<file path="config.mk">
export PLATFORM = sky130hd
export DESIGN_NAME = sadc_top
export DESIGN_NICKNAME = d
export VERILOG_FILES = /design/src/hw/sadc_pkg.sv /design/src/hw/sadc_sync.sv /design/src/hw/sadc_shift.sv /design/src/hw/sadc_top.sv
export SDC_FILE = /design/constraint.sdc
export NUM_CORES = 1
export LEC_CHECK = 0
export BUFFER_PORTS_ARGS = -buffer_cell sky130_fd_sc_hd__buf_4
export CAP_MARGIN = 20
export CELL_PAD_IN_SITES_DETAIL_PLACEMENT = 0
export CELL_PAD_IN_SITES_GLOBAL_PLACEMENT = 2
export CORE_MARGIN = 2
export CORE_UTILIZATION = 35
export CTS_CLUSTER_SIZE = 40
export DETAILED_ROUTE_END_ITERATION = 6
export HOLD_SLACK_MARGIN = 0.08
export MAX_ROUTING_LAYER = met4
export PLACE_DENSITY_LB_ADDON = 0.3
export SYNTH_ARGS = -nofsm -noshare
export SYNTH_HDL_FRONTEND = slang
export SYNTH_HIERARCHICAL = 1
export SYNTH_SLANG_ARGS = --single-unit
</file>
<file path="constraint.sdc">
create_clock -name aclk -period 2.5 [get_ports aclk]
set_input_delay 0.25 -clock aclk [delete_from_list [all_inputs] [get_ports aclk]]
set_output_delay 0.25 -clock aclk [all_outputs]
set_load 0.02 [all_outputs]
</file>
<file path="src/hw/sadc_pkg.sv">
// Purpose: shared constants for the serial sampling converter control block
// Assumes: aclk at 100 MHz, AXI4-Lite register access with 32-bit data
// Notes: register offsets are byte addresses
package sadc_pkg;
    localparam int unsigned CLK_PERIOD_NS = 10;
    localparam int unsigned RESULT_BITS = 14;
    localparam int unsigned WORD_BITS = 16;
    localparam logic [4:0] CONV_CYCLES = 5'h10;
    // conv_clock_input held high this long means internal oscillator selected
    localparam int unsigned EXT_IDLE_NS = 20000;
    localparam int unsigned EXT_IDLE_CYCLES = EXT_IDLE_NS / CLK_PERIOD_NS;
    localparam logic [7:0] OSC_HALF_RESET = 8'h06;

    localparam logic [3:0] REG_CONFIG = 4'h0;
    localparam logic [3:0] REG_STATUS = 4'h4;
    localparam logic [3:0] REG_RESULT = 4'h8;
    localparam logic [3:0] REG_COUNT = 4'hC;

    localparam int unsigned ST_BUSY = 0;
    localparam int unsigned ST_NAP = 1;
    localparam int unsigned ST_SLEEP = 2;
    localparam int unsigned ST_EXT = 3;
    localparam int unsigned ST_BIPOLAR = 4;

    localparam logic [1:0] RESP_OKAY = 2'h0;
    localparam logic [1:0] RESP_SLVERR = 2'h2;

    typedef enum logic [3:0] {
        SADC_IDLE = 4'h1,
        SADC_CONV = 4'h2,
        SADC_LOAD = 4'h4,
        SADC_DOWN = 4'h8
    } sadc_state_t;
endpackage

</file>
<file path="src/hw/sadc_sync.sv">
// Purpose: two-flop synchroniser bank with rise and fall detection
// Assumes: inputs are asynchronous pins
// Notes: edge detection looks only at the second and third flops
`timescale 1ns/1ns
module sadc_sync #(
    parameter int WIDTH = 5
) (
    input wire logic aclk,
    input wire logic aresetn,
    input wire logic ce,
    input wire logic [WIDTH-1:0] pin,
    output logic [WIDTH-1:0] level,
    output logic [WIDTH-1:0] rise,
    output logic [WIDTH-1:0] fall
);
    initial begin
        if (WIDTH < 1) begin
            $error("sadc_sync: WIDTH must be at least 1");
        end
    end

    typedef struct packed {
        logic [WIDTH-1:0] s1;
        logic [WIDTH-1:0] s2;
        logic [WIDTH-1:0] s3;
    } sadc_sync_t;

    sadc_sync_t r;
    sadc_sync_t next_r;

    always_comb begin
        next_r = r;
        if (ce) begin
            next_r.s1 = pin;
            next_r.s2 = r.s1;
            next_r.s3 = r.s2;
        end
    end

    // pins idle high (active-low strobes), so reset to ones avoids false edges
    always_ff @(posedge aclk) begin
        if (!aresetn) begin
            r <= '1;
        end else begin
            r <= next_r;
        end
    end

    assign level = r.s2;
    assign rise = r.s2 & ~r.s3;
    assign fall = ~r.s2 & r.s3;
endmodule

</file>
<file path="src/hw/sadc_shift.sv">
// Purpose: output shift register, msb first, zero fill
// Assumes: shift pulse already gated by the output enable
// Notes: load has priority over a shift in the same cycle
`timescale 1ns/1ns
module sadc_shift #(
    parameter int WIDTH = 16
) (
    input wire logic aclk,
    input wire logic aresetn,
    input wire logic ce,
    input wire logic load,
    input wire logic [WIDTH-1:0] load_word,
    input wire logic shift,
    output logic dout
);
    initial begin
        if (WIDTH < 2) begin
            $error("sadc_shift: WIDTH must be at least 2");
        end
    end

    typedef struct packed {
        logic [WIDTH-1:0] sr;
    } sadc_shift_t;

    sadc_shift_t r;
    sadc_shift_t next_r;

    always_comb begin
        next_r = r;
        if (ce) begin
            if (load) begin
                next_r.sr = load_word;
            end else if (shift) begin
                next_r.sr = {r.sr[WIDTH-2:0], 1'b0};
            end
        end
    end

    always_ff @(posedge aclk) begin
        if (!aresetn) begin
            r <= '0;
        end else begin
            r <= next_r;
        end
    end

    assign dout = r.sr[WIDTH-1];
endmodule

</file>
<file path="src/hw/sadc_top.sv">
// Purpose: conversion control and serial readout of a 14-bit sampling converter
// Assumes: adc_code comes from the analog core on aclk, offset binary
// Notes: the internal conversion clock is aclk-derived; pins are synchronised first
// Behaviour
// - power_down_n low puts the block in power-down; high runs normally
// - in power-down, read_en_n low means nap, high means sleep
// - falling edge on convert_start_n starts a conversion
// - start edges during a conversion are ignored until it ends
// - busy_n stays low for the whole conversion
// - shift register loads the result first, then busy_n rises
// - old result stays in the shift register until the next load
// - read_en_n high ignores shift clock and releases dout
// - unipolar gives straight binary, bipolar gives two's complement
// - conv_clock_input held high selects internal clock, 16 cycles
// - end of conversion gates external clock after 16 cycles
// - with read_en_n low, 16 cycles copied to conv_clock_output, then low
// - 16-bit shift register clocked by shift clock drives dout
// - sixteen shift clocks give 14 result bits msb first, two zeros
// - bits change on shift clock falling edges, msb valid from start
// - extra shift clocks keep shifting out zeros
`timescale 1ns/1ns
module sadc_top
    import sadc_pkg::*;
(
    input wire logic aclk,
    input wire logic aresetn,
    input wire logic ce,
    input wire logic power_down_n,
    input wire logic convert_start_n,
    input wire logic conv_clock_input,
    input wire logic shift_clock,
    input wire logic read_en_n,
    input wire logic negative_supply,
    input wire logic [sadc_pkg::RESULT_BITS-1:0] adc_code,
    output logic busy_n,
    output logic conv_clock_output,
    output logic dout,
    output logic dout_oe,
    output logic nap,
    output logic sleep,
    input wire logic [3:0] s_axi_awaddr,
    input wire logic s_axi_awvalid,
    output logic s_axi_awready,
    input wire logic [31:0] s_axi_wdata,
    input wire logic [3:0] s_axi_wstrb,
    input wire logic s_axi_wvalid,
    output logic s_axi_wready,
    output logic [1:0] s_axi_bresp,
    output logic s_axi_bvalid,
    input wire logic s_axi_bready,
    input wire logic [3:0] s_axi_araddr,
    input wire logic s_axi_arvalid,
    output logic s_axi_arready,
    output logic [31:0] s_axi_rdata,
    output logic [1:0] s_axi_rresp,
    output logic s_axi_rvalid,
    input wire logic s_axi_rready
);
    import sadc_pkg::*;

    localparam int unsigned SYN_POWER_DOWN_N = 0;
    localparam int unsigned SYN_CONV = 1;
    localparam int unsigned SYN_EXT = 2;
    localparam int unsigned SYN_SCLK = 3;
    localparam int unsigned SYN_RD = 4;
    localparam int unsigned SYN_VSS = 5;

    typedef struct packed {
        sadc_state_t state;
        logic [4:0] cyc;
        logic [7:0] div;
        logic cclk;
        logic [RESULT_BITS-1:0] code;
        logic ext_sel;
        logic [11:0] idle_cnt;
        logic [7:0] osc_half;
        logic [WORD_BITS-1:0] result;
        logic [31:0] conv_count;
        logic busy_n;
        logic cout;
        logic dout_oe;
        logic nap;
        logic sleep;
        logic aw_got;
        logic [3:0] aw_addr;
        logic w_got;
        logic [31:0] w_data;
        logic [3:0] w_strb;
        logic bvalid;
        logic [1:0] bresp;
        logic rvalid;
        logic [31:0] rdata;
        logic [1:0] rresp;
    } sadc_top_t;

    sadc_top_t r;
    sadc_top_t next_r;

    logic [5:0] pin_level;
    logic [5:0] pin_rise;
    logic [5:0] pin_fall;
    logic load;
    logic shift;
    logic [WORD_BITS-1:0] load_word;
    logic shift_dout;

    // shift_clock idles low but the sync flops reset high, so it enters inverted
    // to keep a false fall out of the first cycles after reset
    sadc_sync #(.WIDTH(6)) u_sync (
        .aclk(aclk),
        .aresetn(aresetn),
        .ce(ce),
        .pin({negative_supply, read_en_n, ~shift_clock, conv_clock_input,
              convert_start_n, power_down_n}),
        .level(pin_level),
        .rise(pin_rise),
        .fall(pin_fall)
    );

    // bipolar flips the msb of offset binary into two's complement
    assign load_word = {r.code[RESULT_BITS-1] ^ pin_level[SYN_VSS],
                        r.code[RESULT_BITS-2:0], 2'b00};
    assign load = (r.state == SADC_LOAD);
    // a rise of the inverted copy is a shift clock fall; ignored while read_en_n high
    assign shift = pin_rise[SYN_SCLK] & ~pin_level[SYN_RD];

    sadc_shift #(.WIDTH(WORD_BITS)) u_shift (
        .aclk(aclk),
        .aresetn(aresetn),
        .ce(ce),
        .load(load),
        .load_word(load_word),
        .shift(shift),
        .dout(shift_dout)
    );

    always_comb begin
        logic cc_rise;
        logic cc_fall;
        logic wr_fire;
        logic [31:0] rd_word;
        cc_rise = 1'b0;
        cc_fall = 1'b0;
        wr_fire = 1'b0;
        rd_word = 32'h0;
        next_r = r;
        if (ce) begin
            // external clock detection: a long high level means internal select
            if (pin_level[SYN_EXT]) begin
                if (r.idle_cnt < 12'(EXT_IDLE_CYCLES)) begin
                    next_r.idle_cnt = r.idle_cnt + 12'h001;
                end else begin
                    next_r.ext_sel = 1'b0;
                end
            end else begin
                next_r.idle_cnt = 12'h000;
                next_r.ext_sel = 1'b1;
            end

            // conversion clock source
            if (r.ext_sel) begin
                cc_rise = pin_rise[SYN_EXT];
                cc_fall = pin_fall[SYN_EXT];
            end else if (r.state == SADC_CONV) begin
                if (r.div == 8'h00) begin
                    next_r.div = r.osc_half;
                    cc_rise = ~r.cclk;
                    cc_fall = r.cclk;
                end else begin
                    next_r.div = r.div - 8'h01;
                end
            end

            unique case (r.state)
                SADC_IDLE: begin
                    next_r.cclk = 1'b0;
                    next_r.cout = 1'b0;
                    next_r.busy_n = 1'b1;
                    if (!pin_level[SYN_POWER_DOWN_N]) begin
                        next_r.state = SADC_DOWN;
                    // busy_n is still low just after a load: a start then is ignored
                    end else if (pin_fall[SYN_CONV] && r.busy_n) begin
                        next_r.state = SADC_CONV;
                        next_r.code = adc_code;
                        next_r.cyc = 5'h00;
                        next_r.div = r.osc_half;
                        next_r.busy_n = 1'b0;
                    end
                end
                SADC_CONV: begin
                    // start edges are simply not looked at here
                    if (!pin_level[SYN_POWER_DOWN_N]) begin
                        next_r.state = SADC_DOWN;
                        next_r.busy_n = 1'b1;
                        next_r.cout = 1'b0;
                        next_r.cclk = 1'b0;
                    end else begin
                        if (cc_rise) begin
                            next_r.cclk = 1'b1;
                            next_r.cout = ~pin_level[SYN_RD];
                        end
                        if (cc_fall && r.cclk) begin
                            next_r.cclk = 1'b0;
                            next_r.cout = 1'b0;
                            next_r.cyc = r.cyc + 5'h01;
                            // extra external cycles are dropped after 16
                            if (r.cyc + 5'h01 == CONV_CYCLES) begin
                                next_r.state = SADC_LOAD;
                            end
                        end
                    end
                end
                SADC_LOAD: begin
                    // shift register loads here; idle raises busy_n one edge later
                    // until then the old word stays put
                    next_r.state = SADC_IDLE;
                    next_r.result = load_word;
                    next_r.conv_count = r.conv_count + 32'h1;
                end
                SADC_DOWN: begin
                    if (pin_level[SYN_POWER_DOWN_N]) begin
                        next_r.state = SADC_IDLE;
                    end
                end
            endcase
            // read_en_n going high cuts a pulse short rather than let it run on
            if (pin_level[SYN_RD]) begin
                next_r.cout = 1'b0;
            end
            next_r.nap = (next_r.state == SADC_DOWN) & ~pin_level[SYN_RD];
            next_r.sleep = (next_r.state == SADC_DOWN) & pin_level[SYN_RD];
            next_r.dout_oe = ~pin_level[SYN_RD];

            // write channel: address and data accepted in either order
            if (s_axi_awvalid && !r.aw_got && !r.bvalid) begin
                next_r.aw_got = 1'b1;
                next_r.aw_addr = s_axi_awaddr;
            end
            if (s_axi_wvalid && !r.w_got && !r.bvalid) begin
                next_r.w_got = 1'b1;
                next_r.w_data = s_axi_wdata;
                next_r.w_strb = s_axi_wstrb;
            end
            wr_fire = r.aw_got & r.w_got & ~r.bvalid;
            if (wr_fire) begin
                next_r.aw_got = 1'b0;
                next_r.w_got = 1'b0;
                next_r.bvalid = 1'b1;
                next_r.bresp = RESP_OKAY;
                unique case (r.aw_addr)
                    REG_CONFIG: begin
                        if (r.w_strb[0]) begin
                            next_r.osc_half = r.w_data[7:0];
                        end
                    end
                    REG_STATUS, REG_RESULT, REG_COUNT: begin
                        next_r.bresp = RESP_OKAY;
                    end
                    default: begin
                        next_r.bresp = RESP_SLVERR;
                    end
                endcase
            end
            if (r.bvalid && s_axi_bready) begin
                next_r.bvalid = 1'b0;
            end

            // read channel: arready is high whenever no answer is pending
            if (s_axi_arvalid && !r.rvalid) begin
                next_r.rvalid = 1'b1;
                next_r.rresp = RESP_OKAY;
                unique case (s_axi_araddr)
                    REG_CONFIG: rd_word = {24'h0, r.osc_half};
                    REG_STATUS: begin
                        rd_word[ST_BUSY] = ~r.busy_n;
                        rd_word[ST_NAP] = r.nap;
                        rd_word[ST_SLEEP] = r.sleep;
                        rd_word[ST_EXT] = r.ext_sel;
                        rd_word[ST_BIPOLAR] = pin_level[SYN_VSS];
                    end
                    REG_RESULT: rd_word = {16'h0, r.result};
                    REG_COUNT: rd_word = r.conv_count;
                    default: begin
                        rd_word = 32'h0;
                        next_r.rresp = RESP_SLVERR;
                    end
                endcase
                next_r.rdata = rd_word;
            end else if (r.rvalid && s_axi_rready) begin
                next_r.rvalid = 1'b0;
            end
        end
    end

    // no reset pin on the converter itself; aresetn stands in for power-up
    always_ff @(posedge aclk) begin
        if (!aresetn) begin
            r <= '0;
            r.state <= SADC_IDLE;
            r.osc_half <= OSC_HALF_RESET;
            r.busy_n <= 1'b1;
        end else begin
            r <= next_r;
        end
    end

    // dout itself is the shift register's own msb flop
    assign dout = shift_dout;
    assign busy_n = r.busy_n;
    assign conv_clock_output = r.cout;
    assign dout_oe = r.dout_oe;
    assign nap = r.nap;
    assign sleep = r.sleep;
    assign s_axi_awready = ~r.aw_got & ~r.bvalid;
    assign s_axi_wready = ~r.w_got & ~r.bvalid;
    assign s_axi_bvalid = r.bvalid;
    assign s_axi_bresp = r.bresp;
    assign s_axi_arready = ~r.rvalid;
    assign s_axi_rvalid = r.rvalid;
    assign s_axi_rdata = r.rdata;
    assign s_axi_rresp = r.rresp;
endmodule

</file>
Word-level counts from Yosys, hierarchy flattened

Cells that the tools add are included.

Register bits: 216
Input bits: 72

$add $sub $neg: 4
$lt $le $gt $ge: 1
Equality and inequality tests: 21
Multiplexer cells: 52
Bitwise operators: 20
Reduce and logical (&&, ||, !) cells: 43

Operator list:

| kind                                                                   | count |
|---|---|
| 27-bit case mux with 3 select lines                                    | 1 |
| 37-bit two-way mux                                                     | 1 |
| 32-bit by 1-bit adder with 32-bit output, second input constant        | 1 |
| 16-bit two-way mux                                                     | 2 |
| 8-bit two-way mux                                                      | 4 |
| 13-bit two-way mux                                                     | 2 |
| 4-bit equality test, second input constant                             | 6 |
| 1-bit two-way mux                                                      | 24 |
| 2-bit AND reduction                                                    | 12 |
| 4-bit two-way mux                                                      | 5 |
| 5-bit case mux with 4 select lines                                     | 1 |
| 17-bit two-way mux                                                     | 1 |
| 4-bit case mux with 4 select lines                                     | 1 |
| 12-bit by 1-bit adder with 12-bit output, second input constant        | 1 |
| 4-bit by 3-bit equality test with 1-bit output, second input constant  | 3 |
| 12-bit by 11-bit < comparator with 1-bit output, second input constant | 1 |
| 12-bit two-way mux                                                     | 1 |
| 2-bit nonzero test                                                     | 6 |
| 5-bit two-way mux                                                      | 2 |
| 5-bit case mux with 2 select lines                                     | 1 |
| 1-bit logical AND                                                      | 9 |
| 9-bit two-way mux                                                      | 1 |
| 3-bit AND reduction                                                    | 3 |
| 4-bit zero test                                                        | 2 |
| 26 further kinds                                                       | 50 |

Depth between registers and ports, before layout

Gate-level depths: netlist (run 1).

Word-level depth: 12
Mapped depth: 9
Mapped depth without buffers: 7

Hierarchy

The synthesis (run 1) kept the hierarchy.

By module, submodules not included:

| module     | times used | cells each | area each (um^2) |
|---|---|---|---|
| sadc_top   | 1          | 861        | 7149.4 |
| sadc_shift | 1          | 90         | 972.2 |
| sadc_sync  | 1          | 76         | 780.7 |

Worst setup path before layout (run 1)

No wires, ideal clock.

Path kind: register to register
Start point: register r[185] (netlist name)
End point: register r (netlist bit conv_clock_output)
Setup time: 0.116 ns
Arrival time: 2.066 ns
Data required time: 2.384 ns
Setup slack: 0.319 ns
Stages on the path, launching flop included: 9
Buffers on the path: 3
Period minus slack after synthesis: 2.181 ns
Path through: dfxtp_1 buf_2 or4b_1 buf_2 or4_1 buf_2 nand2_1 a31oi_1 and3b_1

Longest elaborated chain between the ends: 9
Elaborated cells on any way between the ends: 16
Those cells by class: eq/ne (3); mux (10); reduce/logical (3)

RTL lines:

| element                                        | RTL line                         | RTL |
|---|---|---|
| from (decl)                                    | sadc_top.sv:96                   | `sadc_top_t r;` |
| from (signal assigned)                         | sadc_top.sv:303                  | `r <= next_r;` |
| 4-bit by 2-bit equality test with 1-bit output | sadc_top.sv:164, sadc_top.sv:174 |  |
| 1-bit two-way mux                              | sadc_top.sv:164                  | `end else if (r.state == SADC_CONV) begin` |
| 1-bit two-way mux                              | sadc_top.sv:161                  | `if (r.ext_sel) begin` |
| 1-bit two-way mux                              | sadc_top.sv:147                  | `if (ce) begin` |
| 1-bit logical AND                              | sadc_top.sv:202                  | `if (cc_fall && r.cclk) begin` |
| 1-bit two-way mux                              | sadc_top.sv:202                  |  |
| 1-bit two-way mux                              | sadc_top.sv:192                  | `if (!pin_level[SYN_POWER_DOWN_N]) begin` |
| 2-bit case mux with 2 select lines             | sadc_top.sv:174                  | `unique case (r.state)` |
| 1-bit two-way mux                              | sadc_top.sv:227                  | `if (pin_level[SYN_RD]) begin` |

Several ways; a longest one is shown, not always the timed one. The select of a mux whose other input is x is not followed.
A chain may end at the register's enable or synchronous reset.

Final worst setup path (run 1)

Start point: register r[169] (netlist name)
End point: register r (netlist bit conv_clock_output)

Longest elaborated chain between the ends: 10
Elaborated cells on any way between the ends: 16
Those cells by class: eq/ne (1); mux (12); reduce/logical (3)

RTL lines:

| element                            | RTL line        | RTL |
|---|---|---|
| 8-bit zero test *                  | sadc_top.sv:165 | `if (r.div == 8'h00) begin` |
| 1-bit two-way mux                  | sadc_top.sv:165 |  |
| 1-bit two-way mux                  | sadc_top.sv:164 |  |
| 1-bit two-way mux                  | sadc_top.sv:161 |  |
| 1-bit two-way mux                  | sadc_top.sv:147 |  |
| 1-bit logical AND                  | sadc_top.sv:202 |  |
| 1-bit two-way mux                  | sadc_top.sv:202 |  |
| 1-bit two-way mux                  | sadc_top.sv:192 |  |
| 2-bit case mux with 2 select lines | sadc_top.sv:174 |  |
| 1-bit two-way mux                  | sadc_top.sv:227 |  |

Mark *: on every way between the ends. The rest lies on a longest branch, timed or not. The select of a mux whose other input is x is not followed.

==> results of run 1 <==
[sequential cells by signal (all words and copies together) (netlist names)]
register           count
s_axi_rresp            1
s_axi_bresp            1
sleep                  1
load_word             13
u_sync/r               9
nap                    1
s_axi_rdata           32
u_shift/r             16
s_axi_bvalid           1
dout_oe                1
s_axi_rvalid           1
r                    101
busy_n                 1
conv_clock_output      1
u_sync/level           6
[worst register-to-register path, cell delays in order, from the launching register on]
cell	delay, ns
dfxtp_1	0.34
inv_1	0.08
ha_1	0.17
or4b_4	0.51
or4_1	0.58
nand2_1	0.15
a31oi_1	0.11
and3b_1	0.19
[timing repair]
item | in CTS | in global routing
setup endpoints to repair | 0 | 1
gates resized for setup | 0 | 1
endpoints found under the hold margin | 31 | 0
hold buffers | 31 | 0
[power groups by stage]
stage / logic, mW / registers, mW / clock network, mW
CTS: 0.421 / 3.03 / 2.79
global route: 0.464 / 3.04 / 2.90
floorplan: 0.243 / 3.09 / 0
global placement: 0.381 / 3.10 / 0
detailed placement: 0.382 / 3.10 / 0
finish: 0.417 / 3.03 / 2.71
[final cells by class]
cell class	instances	area share (%)
Multi-Input combinational cell	700	41.60
Clock buffer	17	4.096
Sequential cell	186	35.85
Tap cell	324	3.903
Timing Repair Buffer	158	12.41
Clock inverter	15	1.506
Inverter	17	0.6385
[metrics by stage]
stage,power (mW),worst slack (ns),hold WS (ns)
after floorplan,3.333,0.3185,0.3772
after global placement,3.485,0.2275,0.4428
after detailed placement,3.487,0.2017,0.4473
after CTS,6.247,0.2012,0.08637
after global routing,6.407,0.06480,0.09247
final,6.157,0.2653,0.09853
[path summary, 6_finish.rpt]
check | end | slack [ns] | cells past startpoint
setup / recovery | conv_clock_output | 0.27 | 7
hold reg to reg | r[126] | 0.45 | 2
hold / removal | r[42] | 0.1 | 3
setup reg to reg | conv_clock_output | 0.27 | 7
[per-layer routing]
layer	up-vias	wire length, um	GRT usage [%]
met5	-	0	-
met3	18	660	2.860
met4	0	312	4.626
met1	3299	11290	24.73
met2	118	9452	25.71
li1	3646	-	-
[cells in the final DEF (no fill, tap or decap), types with 10 or more instances in the layout]
cell           count
a22oi_1           32
xor2_1            15
buf_4            125
dlygate4sd3_1     31
inv_1             16
clkbuf_16         17
nor2_1           101
nand2_1          137
mux2_2            12
o21ai_0           33
nand4_1           19
dfxtp_1          186
nor2b_1           11
or3_1             15
o211ai_1          18
xnor2_1           11
nand3b_1          19
a21oi_1           64
mux2i_1           47
nand4bb_1         15
nor3_1            10
nand3_1           30
==> results_dict.tcl, run 1 <==
set metrics [dict create \
    status "finished, final reports clean" \
    cp_max_fo 8 \
    rsz0062_at_grt "false" \
    yosysWarnings 6 \
    place_inst 1354 \
    core_mm2 0.02439 \
    relSlewSlack_pct 63.15 \
    place.gp.congestion 0.8448 \
    max_stage_delay_ns 0.58 \
    min_path_type "in2reg" \
    syn2layout_area_growth_pct 18.89 \
    dieHeight_um 162.0 \
    powerDensity_mw_per_mm2 592.8 \
    drt_iter0_markers 408 \
    grt_max_degree 36 \
    multi_input_area_mm2 0.004320 \
    path_cells "inv_1 > ha_1 > or4b_4 > or4_1 > nand2_1 > a31oi_1 > and3b_1" \
    grt_pass1_vias 6634 \
    worstSkewPairLatency_ns 0.43 \
    seqPwrFrac_pct 49.3 \
    drc 0 \
    finClkSkew_ns 0.01095 \
    p_clk_share_pct 43.9 \
    cts-root-buf "clkbuf_16" \
    min_from "s_axi_wdata[0]" \
    cp.arrival_ns 2.55 \
    finalCritPeriodShare_pct 89.39 \
    worst-path-buf-inv 1 \
    crit_path_end_kind "register" \
    placed_cell_area_mm2 0.009490 \
    stdcell_count 1417 \
    portBuffers 89 \
    grt_use_total_pct 17.42 \
    ant_nets 0 \
    cp_top_family "simple AND/OR/NAND/NOR gates" \
    row_count 57 \
    first_pass_iters 4 \
    pin_count 119 \
    wl_per_cell_um 15.33 \
    p_sw_share_pct 25.21 \
    drv_cap 0 \
    wl_um 21720 \
    internal-power_mw 4.605 \
    die_w_um 162.0 \
    n_antenna_cell 0 \
    crit_start "r[169]" \
    drive_above_1_share_pct 17.02 \
    worst_pin_slew_ns 0.5528 \
    gr-total-overflow 0 \
    vdd_drop_max_mv 0.3415 \
    cts_buffers 17 \
    critPathKind "reg2reg" \
    regArea_mm2 0.003724 \
    combPwrFrac_pct 6.8 \
    switching_power_mw 1.552 \
    post_cts_buffers 0 \
    start_kind "register" \
    grt_antenna_before_repair 0 \
    fin_util_pct 42.58 \
    hpwl_um 15280 \
    viasPerCell 4.997 \
    clk_pin_slew_ns 0.07 \
    fin_nets 1157 \
    avgSynthCellArea_um2 8.667 \
    cts_tree "done" \
    syn_area_mm2 0.008736 \
    drv_slew 0 \
    clockBufferDepth 2 \
    fmax_mhz 447.5 \
    synthCells 1008 \
    die-area_mm2 0.02624 \
    via_count 7081 \
    h-tree-depth 4 \
    r2r-start "r[169]" \
    fin_crit_ns 2.235 \
    finalSetupViolations 0 \
    cpMaxStageDelayCell "or4_1" \
    grt_pass1_wl_um 35910 \
    required_ns 2.82 \
    p_leak_nw 3.794 \
    design_area_mm2 0.01039 \
    tns_ns 0 \
    n_fill_cell 2472 \
    hold_viol_final 0 \
    start_util_pct 35.82 \
    cts_sinks 186 \
]
Note: power is estimated with default switching activity, not from simulation.
==> inputs of run 2 (changes only) <==
==> constraint.sdc (replaced) <==
create_clock -name aclk -period 2.4 [get_ports aclk]
set_input_delay 0.24 -clock aclk [delete_from_list [all_inputs] [get_ports aclk]]
set_output_delay 0.24 -clock aclk [all_outputs]
set_load 0.02 [all_outputs]
==> run 2 against run 1 <==
Largest power group unchanged. Sequential share of layout area fell by 0.086 points. Via count increased by 0.69%. Combinational power increased by 5.0%. Fmax rose by 1.8%. Final cell count unchanged. Wire length up 1.0%. Design area grew 0.24%. Sequential power grew 4%. Count of clock-buffer cells in the layout up 2. Critical path depth is the same.
==> results_dict.tcl, run 2 (same netlist as run 1, synthesis figures left out) <==
set metrics [dict create \
    path_cells "inv_1 > ha_1 > or4b_4 > o31ai_2 > a21o_1 > a31oi_1 > mux2_2" \
    drv_slew 0 \
    relSlewSlack_pct 61.83 \
    fin_nets 1157 \
    finClkSkew_ns 0.01068 \
    wl_per_cell_um 15.48 \
    max_stage_delay_ns 0.52 \
    largest_reg_flops 101 \
    reg2reg_depth 7 \
    min_from "shift_clock" \
    hpwl_um 15220 \
    required_ns 2.72 \
    critPathKind "reg2reg" \
    cts_buffers 17 \
    hold_depth 4 \
    drc 0 \
    finalCritPeriodShare_pct 91.48 \
    first_pass_iters 5 \
    drt_iter0_markers 514 \
    grt_max_degree 69 \
    p_leak_nw 3.815 \
    placed_cell_area_mm2 0.009488 \
    portBuffers 89 \
    grt_antenna_before_repair 0 \
    status "finished, final reports clean" \
    crit_path_end_kind "register" \
    cts-root-buf "clkbuf_16" \
    clk_pin_slew_ns 0.07 \
    rsz0062_at_grt "false" \
    die-area_mm2 0.02624 \
    dieHeight_um 162.0 \
    ant_nets 0 \
    place.gp.congestion 0.8436 \
    vdd_drop_max_mv 0.4041 \
    via_count 7130 \
    cp_max_fo 5 \
    n_antenna_cell 0 \
    grt_pass1_wl_um 36760 \
    pin_count 119 \
    gr-total-overflow 0 \
    place_ws_ns 0.1006 \
    drv_cap 0 \
    min_path_type "in2reg" \
    powerDensity_mw_per_mm2 614.7 \
    cts_tree "done" \
    cp_top_family "compound AO/OA/AOI/OAI gates" \
    r2r-end "r[177]" \
    fin_crit_ns 2.195 \
    row_count 57 \
    design_area_mm2 0.01041 \
    cp.arrival_ns 2.52 \
    finalSetupViolations 0 \
    start_kind "register" \
    worst-path-buf-inv 1 \
    tns_ns 0 \
    start_util_pct 35.82 \
    post_cts_buffers 0 \
    wl_um 21940 \
    clockBufferDepth 2 \
    hold_viol_final 0 \
    die_w_um 162.0 \
    fmax_mhz 455.5 \
    drive_above_1_share_pct 16.93 \
    viasPerCell 5.032 \
    syn2layout_area_growth_pct 19.18 \
    r2r_slack_ns 0.20 \
    layout_common_cells "dfxtp_1 (186), nand2_1 (137), buf_4 (122)" \
    timing.final.ws_setup_ns 0.2045 \
    h-tree-depth 4 \
    grt_use_total_pct 17.83 \
    worst_pin_slew_ns 0.5726 \
    final_common_cell "dfxtp_1" \
    cts_sinks 186 \
    grt_pass1_vias 6934 \
    min_to "u_sync/r[15]" \
    largest_register "r" \
    cpMaxStageDelayCell "or4b_4" \
    n_fill_cell 2493 \
    multi_input_area_mm2 0.004329 \
    p_total_mw 6.400 \
    worstSkewPairLatency_ns 0.43 \
    r2r-start "r[169]" \
    regArea_mm2 0.003724 \
    core_mm2 0.02439 \
]
==> run 2: worst max-delay path by stage <==
stage,cells past startpoint,to,start,slack [ns]
finish,7,r[177],r[169],0.20
global route,7,r[177],r[169],0.07
CTS,7,r[177],r[169],0.08
detailed placement,7,r[177],r[169],0.10
global placement,7,r[177],r[169],0.12
floorplan,8,conv_clock_output,r[185],0.22
==> run 2: worst register-to-register path, stage by stage (launching register included) <==
cell,delay [ns]
dfxtp_1,0.33
inv_1,0.08
ha_1,0.18
or4b_4,0.52
o31ai_2,0.29
a21o_1,0.17
a31oi_1,0.19
mux2_2,0.32
==> run 2: what timing repair did <==
action	in CTS	in global routing
endpoints found under the setup margin	0	11
hold endpoints to repair	33	0
gates resized for setup	0	3
hold buffers	33	0
==> run 2: layer usage <==
metal  GRT usage, %  vias up  wire length [um]
met5              -        -                 0
met4          4.626        0               233
met3          2.809       16               701
met2          27.21      118              9808
met1          24.69     3352             11200
li1               -     3644                 -
==> run 2: report_power, final <==
part / internal, mW / switching [mW] / total, mW
registers: 3.12 / 0.0388 / 3.16
clock network: 1.49 / 1.31 / 2.80
logic: 0.198 / 0.240 / 0.438
==> run 2: layout make-up <==
type | count | area share (%)
tap | 324 | 3.894
clock inverter | 13 | 1.322
timing repair buffer | 158 | 12.55
multi-input combinational | 700 | 41.58
sequential | 186 | 35.77
inverter | 17 | 0.6369
clock buffer | 19 | 4.254
==> run 2: stage by stage <==
step | utilization [%] | std cells | hold slack [ns]
after global routing | 42.68 | 1417 | 0.09700
after CTS | 42.63 | 1417 | 0.08313
after floorplan | - | 1011 | 0.3672
final | 42.68 | 1417 | 0.1041
after detailed placement | 38.90 | 1352 | 0.4453
after global placement | 38.90 | 1352 | 0.4426
